<file path="config.mk">
export PLATFORM = sky130hd
export DESIGN_NAME = vectored_interrupt_controller
export DESIGN_NICKNAME = d
export VERILOG_FILES = /design/src/rtl/vic_pkg.sv /design/src/rtl/irq_sel_if.sv /design/src/rtl/irq_priority_resolver.sv /design/src/rtl/vectored_interrupt_controller.sv
export SDC_FILE = /design/constraint.sdc
export NUM_CORES = 1
export LEC_CHECK = 0
export ABC_AREA = 1
export BUFFER_PORTS_ARGS = -buffer_cell sky130_fd_sc_hd__buf_2
export CAP_MARGIN = 40
export CORE_MARGIN = 1.5
export CORE_UTILIZATION = 60
export CTS_CLUSTER_DIAMETER = 60
export DETAILED_ROUTE_END_ITERATION = 16
export PLACE_DENSITY = 0.85
export SLEW_MARGIN = 20
export SYNTH_ARGS = -nofsm -noshare
export SYNTH_HDL_FRONTEND = slang
export SYNTH_SLANG_ARGS = --single-unit
</file>
<file path="constraint.sdc">
create_clock -name MCLK -period 5.12 [get_ports MCLK]
set_clock_uncertainty 0.2 [all_clocks]
set_input_delay 0.256 -clock MCLK [delete_from_list [all_inputs] [get_ports MCLK]]
set_output_delay 0.256 -clock MCLK [all_outputs]
set_load 0.02 [all_outputs]
</file>
<file path="src/rtl/vic_pkg.sv">
// Shared constants and types for the vectored interrupt controller
package vic_pkg;

  localparam int NUM_MASKABLE = 18;
  localparam int IDX_W = 5;
  localparam int NUM_EXT_PINS = 4;
  localparam int NUM_KEY_PINS = 8;
  localparam int APB_ADDR_W = 8;

  // Register byte offsets
  localparam logic [7:0] OFS_REQ = 8'h00;
  localparam logic [7:0] OFS_MASK = 8'h04;
  localparam logic [7:0] OFS_PRIO = 8'h08;
  localparam logic [7:0] OFS_CTRL = 8'h0c;
  localparam logic [7:0] OFS_EDGE = 8'h10;
  localparam logic [7:0] OFS_STATUS = 8'h14;

  // Reset values
  localparam logic [17:0] REQ_RESET = 18'h00000;
  localparam logic [17:0] MASK_RESET = 18'h3ffff;
  localparam logic [17:0] PRIO_RESET = 18'h3ffff;
  localparam logic CTRL_IE_RESET = 1'b0;
  localparam logic CTRL_ISP_RESET = 1'b1;
  localparam logic CTRL_WDT_NMI_RESET = 1'b1;
  localparam logic [3:0] EDGE_RESET = 4'h0;

  // Control register fields
  localparam int CTRL_IE_BIT = 0;
  localparam int CTRL_ISP_BIT = 1;
  localparam int CTRL_WDT_NMI_BIT = 2;

  // Edge register fields
  localparam int EDGE_RISE_LSB = 0;
  localparam int EDGE_FALL_LSB = 4;

  // Status register fields
  localparam int STAT_INDEX_LSB = 0;
  localparam int STAT_MASKABLE_BIT = 8;
  localparam int STAT_NMI_BIT = 9;
  localparam int STAT_TRAP_BIT = 10;
  localparam int STAT_KIND_LSB = 12;

  // Vector addresses of maskable sources; entry 0 is replaced by a parameter
  localparam logic [15:0] VECTOR_TABLE [NUM_MASKABLE] = '{
    16'h0000, 16'h0006, 16'h0008, 16'h000a, 16'h000c, 16'h000e,
    16'h0010, 16'h0012, 16'h0014, 16'h0016, 16'h001a, 16'h001c,
    16'h001e, 16'h0020, 16'h0022, 16'h0024, 16'h0026, 16'h0028};
  localparam logic [15:0] VECTOR_TRAP = 16'h003e;

  typedef enum logic [1:0] {KIND_NONE, KIND_NMI, KIND_MASKABLE, KIND_TRAP} int_kind_t;

endpackage

</file>
<file path="src/rtl/irq_sel_if.sv">
// Connection between flag store and priority resolver
`timescale 1ns/1ps
interface irq_sel_if import vic_pkg::*; ();
  logic [NUM_MASKABLE-1:0] req;
  logic [NUM_MASKABLE-1:0] mask;
  logic [NUM_MASKABLE-1:0] prio;
  logic ie;
  logic in_service_level_flag;
  logic valid;
  logic [IDX_W-1:0] index;

  modport owner (output req, output mask, output prio, output ie, output in_service_level_flag,
                 input valid, input index);
  modport resolver (input req, input mask, input prio, input ie, input in_service_level_flag,
                    output valid, output index);
endinterface

</file>
<file path="src/rtl/irq_priority_resolver.sv">
// Picks the winning maskable request
`timescale 1ns/1ps
module irq_priority_resolver import vic_pkg::*; (
  // Flags in, winner out
  irq_sel_if.resolver sel
);

  logic [NUM_MASKABLE-1:0] eligible;
  logic [NUM_MASKABLE-1:0] high;
  logic [NUM_MASKABLE-1:0] pool;

  always_comb begin
    // Unmasked, globally enabled, and allowed by the in-service level
    eligible = sel.req & ~sel.mask & {NUM_MASKABLE{sel.ie}}
               & (~sel.prio | {NUM_MASKABLE{sel.in_service_level_flag}});
    high = eligible & ~sel.prio;
    pool = (|high) ? high : eligible;
    sel.valid = |pool;
    sel.index = '0;
    // Lowest index wins within a level
    for (int i = NUM_MASKABLE - 1; i >= 0; i--) begin
      if (pool[i]) begin
        sel.index = IDX_W'(i);
      end
    end
  end

endmodule

</file>
<file path="src/rtl/vectored_interrupt_controller.sv">
// Vectored interrupt controller with APB register access
//
// Design decisions made here: the address map and the APB slave port.
`timescale 1ns/1ps
module vectored_interrupt_controller import vic_pkg::*; #(
  parameter logic [15:0] WDT_VECTOR = 16'h0004
) (
  // Clock and reset
  input wire logic MCLK,
  input wire logic RST_N,
  // APB slave
  input wire logic PSEL,
  input wire logic PENABLE,
  input wire logic PWRITE,
  input wire logic [APB_ADDR_W-1:0] PADDR,
  input wire logic [31:0] PWDATA,
  output logic [31:0] PRDATA,
  output logic PREADY,
  output logic PSLVERR,
  // Source events
  input wire logic WATCHDOG_OVERFLOW,
  input wire logic [NUM_EXT_PINS-1:0] EXT_PIN,
  input wire logic ASYNC_RX_ERROR,
  input wire logic ASYNC_RX_DONE,
  input wire logic ASYNC_TX_DONE,
  input wire logic THREE_WIRE_DONE,
  input wire logic TWO_WIRE_DONE,
  input wire logic WATCH_INTERVAL,
  input wire logic [1:0] TIMER16_MATCH,
  input wire logic TIMER8A_MATCH,
  input wire logic TIMER8B_MATCH,
  input wire logic ADC_DONE,
  input wire logic WATCH_OVERFLOW,
  input wire logic [NUM_KEY_PINS-1:0] KEY_PIN,
  // CPU core side
  input wire logic SOFTWARE_TRAP_INSTRUCTION,
  input wire logic INT_ACK,
  input wire logic INT_RETURN,
  input wire logic RESTORE_IE,
  input wire logic RESTORE_ISP,
  output logic INT_REQ,
  output logic [15:0] INT_VECTOR,
  output logic [1:0] INT_KIND,
  output logic GLOBAL_ENABLE
);

  irq_sel_if sel ();

  // Flag state
  logic [NUM_MASKABLE-1:0] req_reg;
  logic [NUM_MASKABLE-1:0] req_next;
  logic [NUM_MASKABLE-1:0] mask_reg;
  logic [NUM_MASKABLE-1:0] mask_next;
  logic [NUM_MASKABLE-1:0] prio_reg;
  logic [NUM_MASKABLE-1:0] prio_next;
  logic global_enable_flag_reg;
  logic global_enable_flag_next;
  logic in_service_level_flag_reg;
  logic in_service_level_flag_next;
  logic wdt_nmi_reg;
  logic wdt_nmi_next;
  logic nmi_pend_reg;
  logic nmi_pend_next;
  logic trap_pend_reg;
  logic trap_pend_next;
  logic [NUM_EXT_PINS-1:0] rise_en_reg;
  logic [NUM_EXT_PINS-1:0] rise_en_next;
  logic [NUM_EXT_PINS-1:0] fall_en_reg;
  logic [NUM_EXT_PINS-1:0] fall_en_next;
  logic [NUM_EXT_PINS-1:0] ext_prev_reg;
  logic [NUM_KEY_PINS-1:0] key_prev_reg;

  // APB state
  logic pready_reg;
  logic pready_next;
  logic pslverr_reg;
  logic pslverr_next;
  logic [31:0] prdata_reg;
  logic [31:0] prdata_next;

  // CPU output state
  logic int_req_reg;
  logic int_req_next;
  logic [15:0] int_vector_reg;
  logic [15:0] int_vector_next;
  int_kind_t int_kind_reg;
  int_kind_t int_kind_next;
  logic [IDX_W-1:0] int_index_reg;
  logic [IDX_W-1:0] int_index_next;

  // Source events
  logic [NUM_EXT_PINS-1:0] ext_edge;
  logic key_edge;
  logic [NUM_MASKABLE-1:0] src_event;
  logic access;
  logic addr_ok;
  logic write_fire;
  logic ack_fire;
  logic [31:0] status_word;

  always_comb begin
    ext_edge = (EXT_PIN & ~ext_prev_reg & rise_en_reg)
               | (~EXT_PIN & ext_prev_reg & fall_en_reg);
    key_edge = |(key_prev_reg & ~KEY_PIN);
    // Source order equals default priority, index 0 first
    src_event = {key_edge, WATCH_OVERFLOW, ADC_DONE, TIMER8B_MATCH, TIMER8A_MATCH,
                 TIMER16_MATCH[1], TIMER16_MATCH[0], WATCH_INTERVAL, TWO_WIRE_DONE,
                 THREE_WIRE_DONE, ASYNC_TX_DONE, ASYNC_RX_DONE, ASYNC_RX_ERROR,
                 ext_edge, WATCHDOG_OVERFLOW & ~wdt_nmi_reg};
  end

  always_comb begin
    sel.req = req_reg;
    sel.mask = mask_reg;
    sel.prio = prio_reg;
    sel.ie = global_enable_flag_reg;
    sel.in_service_level_flag = in_service_level_flag_reg;
  end

  irq_priority_resolver u_resolver (
    .sel(sel.resolver)
  );

  // APB decode
  always_comb begin
    access = PSEL & PENABLE;
    addr_ok = (PADDR[1:0] == 2'b00) && (PADDR <= OFS_STATUS);
    write_fire = access & pready_reg & PWRITE & addr_ok;
    ack_fire = INT_ACK & int_req_reg;
    status_word = '0;
    status_word[STAT_INDEX_LSB +: IDX_W] = sel.index;
    status_word[STAT_MASKABLE_BIT] = sel.valid;
    status_word[STAT_NMI_BIT] = nmi_pend_reg;
    status_word[STAT_TRAP_BIT] = trap_pend_reg;
    status_word[STAT_KIND_LSB +: 2] = int_kind_reg;
  end

  always_comb begin
    pready_next = access & ~pready_reg;
    pslverr_next = access & ~pready_reg & ~addr_ok;
    prdata_next = '0;
    if (access && !pready_reg && !PWRITE) begin
      case (PADDR)
        OFS_REQ: prdata_next[NUM_MASKABLE-1:0] = req_reg;
        OFS_MASK: prdata_next[NUM_MASKABLE-1:0] = mask_reg;
        OFS_PRIO: prdata_next[NUM_MASKABLE-1:0] = prio_reg;
        OFS_CTRL: begin
          prdata_next[CTRL_IE_BIT] = global_enable_flag_reg;
          prdata_next[CTRL_ISP_BIT] = in_service_level_flag_reg;
          prdata_next[CTRL_WDT_NMI_BIT] = wdt_nmi_reg;
        end
        OFS_EDGE: begin
          prdata_next[EDGE_RISE_LSB +: NUM_EXT_PINS] = rise_en_reg;
          prdata_next[EDGE_FALL_LSB +: NUM_EXT_PINS] = fall_en_reg;
        end
        OFS_STATUS: prdata_next = status_word;
        default: prdata_next = '0;
      endcase
    end
  end

  always_ff @(posedge MCLK or negedge RST_N) begin
    if (!RST_N) begin
      pready_reg <= 1'b0;
      pslverr_reg <= 1'b0;
      prdata_reg <= '0;
    end else begin
      pready_reg <= pready_next;
      pslverr_reg <= pslverr_next;
      prdata_reg <= prdata_next;
    end
  end

  // Flag and control next values
  always_comb begin
    req_next = req_reg;
    mask_next = mask_reg;
    prio_next = prio_reg;
    global_enable_flag_next = global_enable_flag_reg;
    in_service_level_flag_next = in_service_level_flag_reg;
    wdt_nmi_next = wdt_nmi_reg;
    nmi_pend_next = nmi_pend_reg;
    trap_pend_next = trap_pend_reg;
    rise_en_next = rise_en_reg;
    fall_en_next = fall_en_reg;
    if (write_fire) begin
      case (PADDR)
        OFS_REQ: req_next = req_reg & ~PWDATA[NUM_MASKABLE-1:0];
        OFS_MASK: mask_next = PWDATA[NUM_MASKABLE-1:0];
        OFS_PRIO: prio_next = PWDATA[NUM_MASKABLE-1:0];
        OFS_CTRL: begin
          global_enable_flag_next = PWDATA[CTRL_IE_BIT];
          in_service_level_flag_next = PWDATA[CTRL_ISP_BIT];
          wdt_nmi_next = PWDATA[CTRL_WDT_NMI_BIT];
        end
        OFS_EDGE: begin
          rise_en_next = PWDATA[EDGE_RISE_LSB +: NUM_EXT_PINS];
          fall_en_next = PWDATA[EDGE_FALL_LSB +: NUM_EXT_PINS];
        end
        default: req_next = req_reg;
      endcase
    end
    if (INT_RETURN) begin
      global_enable_flag_next = RESTORE_IE;
      in_service_level_flag_next = RESTORE_ISP;
    end
    if (ack_fire) begin
      global_enable_flag_next = 1'b0;
      case (int_kind_reg)
        KIND_NMI: nmi_pend_next = 1'b0;
        KIND_TRAP: trap_pend_next = 1'b0;
        KIND_MASKABLE: begin
          req_next[int_index_reg] = 1'b0;
          in_service_level_flag_next = prio_reg[int_index_reg];
        end
        default: nmi_pend_next = nmi_pend_reg;
      endcase
    end
    // New events win over any clear in the same cycle
    req_next = req_next | src_event;
    if (WATCHDOG_OVERFLOW && wdt_nmi_reg) begin
      nmi_pend_next = 1'b1;
    end
    if (SOFTWARE_TRAP_INSTRUCTION) begin
      trap_pend_next = 1'b1;
    end
  end

  always_ff @(posedge MCLK or negedge RST_N) begin
    if (!RST_N) begin
      req_reg <= REQ_RESET;
      mask_reg <= MASK_RESET;
      prio_reg <= PRIO_RESET;
      global_enable_flag_reg <= CTRL_IE_RESET;
      in_service_level_flag_reg <= CTRL_ISP_RESET;
      wdt_nmi_reg <= CTRL_WDT_NMI_RESET;
      nmi_pend_reg <= 1'b0;
      trap_pend_reg <= 1'b0;
      rise_en_reg <= EDGE_RESET;
      fall_en_reg <= EDGE_RESET;
      ext_prev_reg <= '0;
      key_prev_reg <= '1;
    end else begin
      req_reg <= req_next;
      mask_reg <= mask_next;
      prio_reg <= prio_next;
      global_enable_flag_reg <= global_enable_flag_next;
      in_service_level_flag_reg <= in_service_level_flag_next;
      wdt_nmi_reg <= wdt_nmi_next;
      nmi_pend_reg <= nmi_pend_next;
      trap_pend_reg <= trap_pend_next;
      rise_en_reg <= rise_en_next;
      fall_en_reg <= fall_en_next;
      ext_prev_reg <= EXT_PIN;
      key_prev_reg <= KEY_PIN;
    end
  end

  // Request presented to the CPU: NMI, then trap, then maskable winner
  always_comb begin
    int_req_next = 1'b0;
    int_kind_next = KIND_NONE;
    int_vector_next = '0;
    int_index_next = '0;
    if (ack_fire) begin
      int_req_next = 1'b0;
    end else if (nmi_pend_reg) begin
      int_req_next = 1'b1;
      int_kind_next = KIND_NMI;
      int_vector_next = WDT_VECTOR;
    end else if (trap_pend_reg) begin
      int_req_next = 1'b1;
      int_kind_next = KIND_TRAP;
      int_vector_next = VECTOR_TRAP;
    end else if (sel.valid) begin
      int_req_next = 1'b1;
      int_kind_next = KIND_MASKABLE;
      int_index_next = sel.index;
      int_vector_next = (sel.index == '0) ? WDT_VECTOR : VECTOR_TABLE[sel.index];
    end
  end

  always_ff @(posedge MCLK or negedge RST_N) begin
    if (!RST_N) begin
      int_req_reg <= 1'b0;
      int_kind_reg <= KIND_NONE;
      int_vector_reg <= '0;
      int_index_reg <= '0;
    end else begin
      int_req_reg <= int_req_next;
      int_kind_reg <= int_kind_next;
      int_vector_reg <= int_vector_next;
      int_index_reg <= int_index_next;
    end
  end

  assign PRDATA = prdata_reg;
  assign PREADY = pready_reg;
  assign PSLVERR = pslverr_reg;
  assign INT_REQ = int_req_reg;
  assign INT_VECTOR = int_vector_reg;
  assign INT_KIND = int_kind_reg;
  assign GLOBAL_ENABLE = global_enable_flag_reg;

endmodule

</file>
# --- After elaboration in Yosys (flattened, before gate mapping) ---
# Memory sizes are Yosys's and may differ from the RTL's.
# Index checks and enable logic that the tools add are counted.
op_classes:
  n_bitwise: 33
  eq_ne: 8
  mux: 65
  magnitude_cmp: 4
  n_reduce_logical: 26
op_table:
  columns: ["op", "n"]
  rows:
  - ["16-bit 2-to-1 mux", 7]
  - ["5-bit 2-to-1 mux", 22]
  - ["18-bit AND", 6]
  - ["18-bit 2-to-1 mux", 6]
  - ["18-bit inverter", 4]
  - ["10-bit case mux with 4 select lines", 1]
  - ["18-bit bitwise OR", 2]
  - ["18-bit OR reduction", 2]
  - ["5-bit case mux with 5 select lines", 1]
  - ["1-bit 2-to-1 mux", 21]
  - ["3-bit case mux with 6 select lines", 1]
  - ["4-bit AND", 4]
  - ["8-bit by 4-bit equality test with 1-bit output, second input constant", 2]
  - ["8-bit by 5-bit equality test with 1-bit output, second input constant", 2]
  - ["2-bit AND reduction", 7]
  - ["1-bit AND", 8]
  - ["8-bit AND", 1]
  - ["8-bit by 3-bit equality test with 1-bit output, second input constant", 1]
  - ["8-bit by 5-bit <= comparator with 1-bit output, second input constant", 1]
  - ["8-bit zero test", 1]
  - ["2-bit 2-to-1 mux", 4]
  - ["4-bit inverter", 2]
  - ["8-bit inverter", 1]
  - ["2-bit nonzero test", 4]
  - ["16 further kinds", 25]
word_totals:
  rom_bits: 512
  n_memories: 1
  reg_bits: 123
  input_bits: 75
mem_list:
  columns: ["name", "depth", "width", "read_ports", "rd_ports_with_merged_regs", "write_ports", "line_no", "source"]
  rows:
  - ["(no name shown)", 32, 16, 1, 0, 0, "vectored_interrupt_controller.sv:279", "int_vector_next = (sel.index == '0) ? WDT_VECTOR : VECTOR_TABLE[sel.index];"]

# --- Logic depth before layout (Yosys ltp) ---
depth:
  ltp_word: 34
  ltp_mapped: 34
  mapped_depth_nobuf: 34

# --- Hierarchy ---
# A second synthesis with hierarchy kept.
hier_totals:
  hier_cells: 889
  area_unflattened_um2: 6557.5
by_module_without_submodules:
  columns: ["mod", "area_each_um2", "n_inst", "cells_per_inst"]
  rows:
  - ["vectored_interrupt_controller", 5495.3, 1, 660]
  - ["irq_priority_resolver", 1062.3, 1, 229]

# --- Worst setup path before layout ---
# No wires, ideal clock.
synth_path:
  path_kind: "flip-flop to flip-flop"
  from: "reg global_enable_flag_reg, in the netlist GLOBAL_ENABLE"
  to: "reg int_vector_reg[2], in the netlist INT_VECTOR[2]"
  slack_ns: 1.985
  arrival_ns: 2.814
  synth_period_minus_slack_ns: 3.135
  path_stages_with_launch: 33
  path_buffers: 1
  required_time_ns: 4.799
  path_cell_list: "dfrtp_1 buf_4 nand3_1 nor2_1 nor2_1 nand2_1 nor2_1 inv_2 nor2_4 a21oi_1 nand2_1 nand2_1 nand2_1 nand2_1 nand2_1 nand2_1 nand2_1 nand2_1 nand2_1 nand2_1 nand2_1 nand2_1 nand2_1 nand2_1 nand2_1 nand2_2 ha_1 nand2_1 o21ai_1 nand2_1 o21ai_1 a21oi_1 o21ai_1"
synth_between:
  elab_chain_cells: 32
  word_cells_on_any_way: 34
synth_rtl:
  columns: ["element", "line_no", "source"]
  rows:
  - ["start: declaration", "vectored_interrupt_controller.sv:56", "logic global_enable_flag_reg;"]
  - ["start signal: assignment", "vectored_interrupt_controller.sv:247", "global_enable_flag_reg <= global_enable_flag_next;"]
  - ["18-bit AND (*)", "irq_priority_resolver.sv:14", "eligible = sel.req & ~sel.mask & {NUM_MASKABLE{sel.ie}}"]
  - ["18-bit AND (*)", "irq_priority_resolver.sv:15", "& (~sel.prio | {NUM_MASKABLE{sel.in_service_level_flag}});"]
  - ["18-bit AND", "irq_priority_resolver.sv:16", "high = eligible & ~sel.prio;"]
  - ["18-bit OR reduction", "irq_priority_resolver.sv:17", "pool = (|high) ? high : eligible;"]
  - ["18-bit 2-to-1 mux (*)", "irq_priority_resolver.sv:17", null]
  - ["5-bit 2-to-1 mux (18 in series)", "irq_priority_resolver.sv:22", "if (pool[i]) begin"]
  - ["5-bit inverter with 6-bit output (implied by the code)", "vectored_interrupt_controller.sv:279", null]
  - ["memory 32 x 16 bit", null, null]
  - ["16-bit 2-to-1 mux (implied by the code) (2 in series)", "vectored_interrupt_controller.sv:279", null]
  - ["16-bit 2-to-1 mux", "vectored_interrupt_controller.sv:279", null]
  - ["16-bit 2-to-1 mux (*)", "vectored_interrupt_controller.sv:275", "end else if (sel.valid) begin"]
  - ["16-bit 2-to-1 mux (*)", "vectored_interrupt_controller.sv:271", "end else if (trap_pend_reg) begin"]
  - ["16-bit 2-to-1 mux (*)", "vectored_interrupt_controller.sv:267", "end else if (nmi_pend_reg) begin"]
  - ["16-bit 2-to-1 mux (*)", "vectored_interrupt_controller.sv:265", "if (ack_fire) begin"]
  - ["named net int_vector_next[2]", "vectored_interrupt_controller.sv:85", "logic [15:0] int_vector_next;"]
  - ["end signal: assignment", "vectored_interrupt_controller.sv:292", "int_vector_reg <= int_vector_next;"]
  - ["end: declaration", "vectored_interrupt_controller.sv:84", "logic [15:0] int_vector_reg;"]
# The timed path passes the listed nets; every way through them passes the cells marked *. The select of a mux whose other input is x is not followed.
# A chain may end at the register's enable or synchronous reset.

# --- Worst setup path in the final report ---
layout_path:
  from: "reg global_enable_flag_reg, in the netlist GLOBAL_ENABLE"
  to: "reg int_vector_reg[1], in the netlist INT_VECTOR[1]"
# The elaborated chain is that of the path after synthesis.

==> metrics.yaml <==
outcome: "completed"
drt-initial-drc-count: 666
leakage_nw: 3.34
fin_util_pct: 75.4
use_met1_pct: 45.8
startpoint_type: "register"
cts_hold_buffers: 51
p_int_mw: 1.29
synth_top_cell_by_area: "dfrtp_1"
slew_viol_final: 0
hpwl_um: 12800
combPwrFrac_pct: 20.3
fin_nets: 1022
setup_violations: 0
ys_ff_latch: 112
min_path_type: "in -> reg"
portBuffers: 89
power_frac_seq_pct: 50.2
coreArea_um2: 9910
synth_area_leaders: "dfrtp_1 (27%), dfstp_2 (19%), nand2_1 (11%)"
wl_per_cell_um: 17.5
grtUsageMet2_pct: 58.5
groute.usage.overall_pct: 35.3
placedCellCount: 1012
firstDrtPassIters: 6
tns_ns: 0
cts_tree: "built"
slowest_delay_ns: 0.62
critical_path_class: "reg -> reg"
tightest_slew_ns: 0.825
crit_slowest_cell: "dfrtp_1"
cts_buffer_depth: 2
cp_common_cell: "nand2_1"
synth_enable_flop_cells: 0
slew-limit-headroom_pct: 44.6
synth-warning-count: 0
dpl_cell_area_um2: 6730
antenna_cells: 0
die_height_um: 105
ys_types: 44
fin_crit_ns: 4.18
overflow: 0
rsz0062_at_grt: "false"
routed_wirelength_um: 18900
power_density_nw_per_um2: 247
cts_buffers: 9
ys.flop_type: "dfrtp_1"
fin_area_um2: 7470
grt_max_degree: 69
p_switching_mw: 0.562
cap_violations: 0
grt-busiest-layer: "met2"
clockPowerShare_pct: 29.5
fp.dieArea_um2: 11000
netlist_instances: 804
synthToLayoutAreaGrowth_pct: 20.4
hold_viol_final: 0
critical_path_required_ns: 5.23
worstPathMaxFanout: 16
ir_worst_vdd_mv: 0.160
dieWidth_um: 105
htree_num_levels: 3
cts_resized: 0
drive_gt1_share_pct: 20.5
critPathArrivalTime_ns: 4.28
gp_congestion: 0.963
gr-usage-met3_pct: 6.30
post-route-period-util_pct: 81.5
cts-root-buf: "clkbuf_8"
synthArstFlopShare_pct: 100
vias_per_cell: 5.79
switching_share_pct: 30.4
post-cts-setup-buffers: 0
clkLatencyLatePin_ns: 0.38
syn_area_um2: 6200
yosysSeqAreaShare_pct: 46.1
power_mw: 1.85
drc: 0
final_antenna_net_count: 0
boundaryPins: 129
first_global_vias: 5981
vias: 6252
antenna_found_initial: 0
syn-mean-instance-area_um2: 7.71
cts.clk_slew.worst_paths_ns: 0.10
clock_sinks: 112
grt_pass1_wl_um: 30100
row_count: 36
end_kind: "register"
initial_core_util_pct: 62.6
fin_cells: 1080
yosys.area.top_type_share_pct: 26.6
clock.fmax_ghz: 0.240
## critical path: cells and delay by family, from the launching register on
family                     cells  cell delay (ns)
adders and majority gates      1             0.33
DFF                            1             0.62
buffers and inverters          2             0.34
and+or+nand+nor               28             2.32
AOI/OAI and AO/OA              2             0.28
## layout make-up
cell class | instances | area, um^2
multi-input combinational | 556 | 2720
clock buffer | 12 | 145
inverter | 114 | 428
timing repair buffer | 149 | 1090
sequential | 112 | 2860
clock inverter | 4 | 52.6
tap | 133 | 166
fill | 727 | 2440
## kinds of logic after synthesis
group	count (synthesis)	synth area share, %
AO/OA/AOI/OAI	164	16.3
adder cells (fa/ha/maj)	5	1.01
buffers and inverters	160	11.5
flip-flops	112	46.1
other	1	0.0605
AND/OR/NAND/NOR	362	25.1
## synthesized netlist by cell type, types with 9 or more instances
library cell	number
nand2_1	189
inv_1	104
nor2_1	73
dfrtp_1	66
o21ai_0	58
nand3_1	57
dfstp_2	46
a21oi_1	33
buf_4	26
clkbuf_1	15
nor3_1	15
nand4_1	13
inv_2	10
a31o_2	9
## cells in the final DEF, fill, tap and decap left out, types with 2 or more instances in the layout
master	synthesis	final
a21oi_1	33	33
a21oi_2	2	2
a221oi_1	8	8
a22oi_1	3	3
a31o_2	9	9
a31oi_1	8	8
a41oi_1	5	5
buf_16	0	3
buf_2	4	88
buf_4	26	6
clkbuf_1	15	2
clkbuf_8	0	10
conb_1	1	25
dfrtp_1	66	66
dfstp_2	46	46
dlygate4sd3_1	0	51
ha_1	5	5
inv_1	104	104
inv_2	10	10
nand2_1	189	189
nand3_1	57	57
nand3b_1	3	3
nand4_1	13	13
nor2_1	73	72
nor2_2	3	4
nor2_4	2	2
nor3_1	15	15
o2111ai_1	2	2
o211ai_1	5	5
o21a_1	3	3
o21ai_0	58	58
o21ai_1	7	7
o21ai_2	2	2
o21bai_1	3	3
o221ai_1	3	3
o22ai_1	8	8
o311ai_0	2	2
or2_2	2	2
## final timing paths
check	startpoint	to	slack (ns)	depth (start not counted)
min in group asynchronous	RST_N	PRDATA[4]$_DFF_PN0_	0.02	2
min reg2reg	rise_en_reg[2]$_DFFE_PN0P_	rise_en_reg[2]$_DFFE_PN0P_	0.29	2
max in group asynchronous	RST_N	key_prev_reg[6]$_DFF_PN1_	3.58	4
max	GLOBAL_ENABLE$_DFFE_PN0P_	INT_VECTOR[1]$_DFF_PN0_	0.94	33
min	RESTORE_ISP	in_service_level_flag_reg$_DFF_PN1_	0.01	3
max reg2reg	GLOBAL_ENABLE$_DFFE_PN0P_	INT_VECTOR[1]$_DFF_PN0_	0.94	33
## per-stage QoR
stage	setup slack (ns)	hold slack [ns]
4_1_cts	1.02	0.00461
3_3_place_gp	1.01	0.172
5_1_grt	0.612	0.0165
2_1_floorplan	1.99	-0.240
3_5_place_dp	1.05	0.172
6_report	0.945	0.00991
## metal layers
layer	wire [um]	share of wire, %
met1	7510	40
met2	8970	47
met3	1850	9.8
met4	593	3.1
met5	0	0
## power groups by stage
stage | sequential [mW] | combinational, mW | clock [mW]
after floorplan | 0.948 | 0.229 | 0
after global placement | 0.945 | 0.320 | 0
after detailed placement | 0.942 | 0.335 | 0
after CTS | 0.927 | 0.364 | 0.542
after global routing | 0.930 | 0.420 | 0.575
final | 0.928 | 0.375 | 0.545
Power figures use the tool's default switching activity.
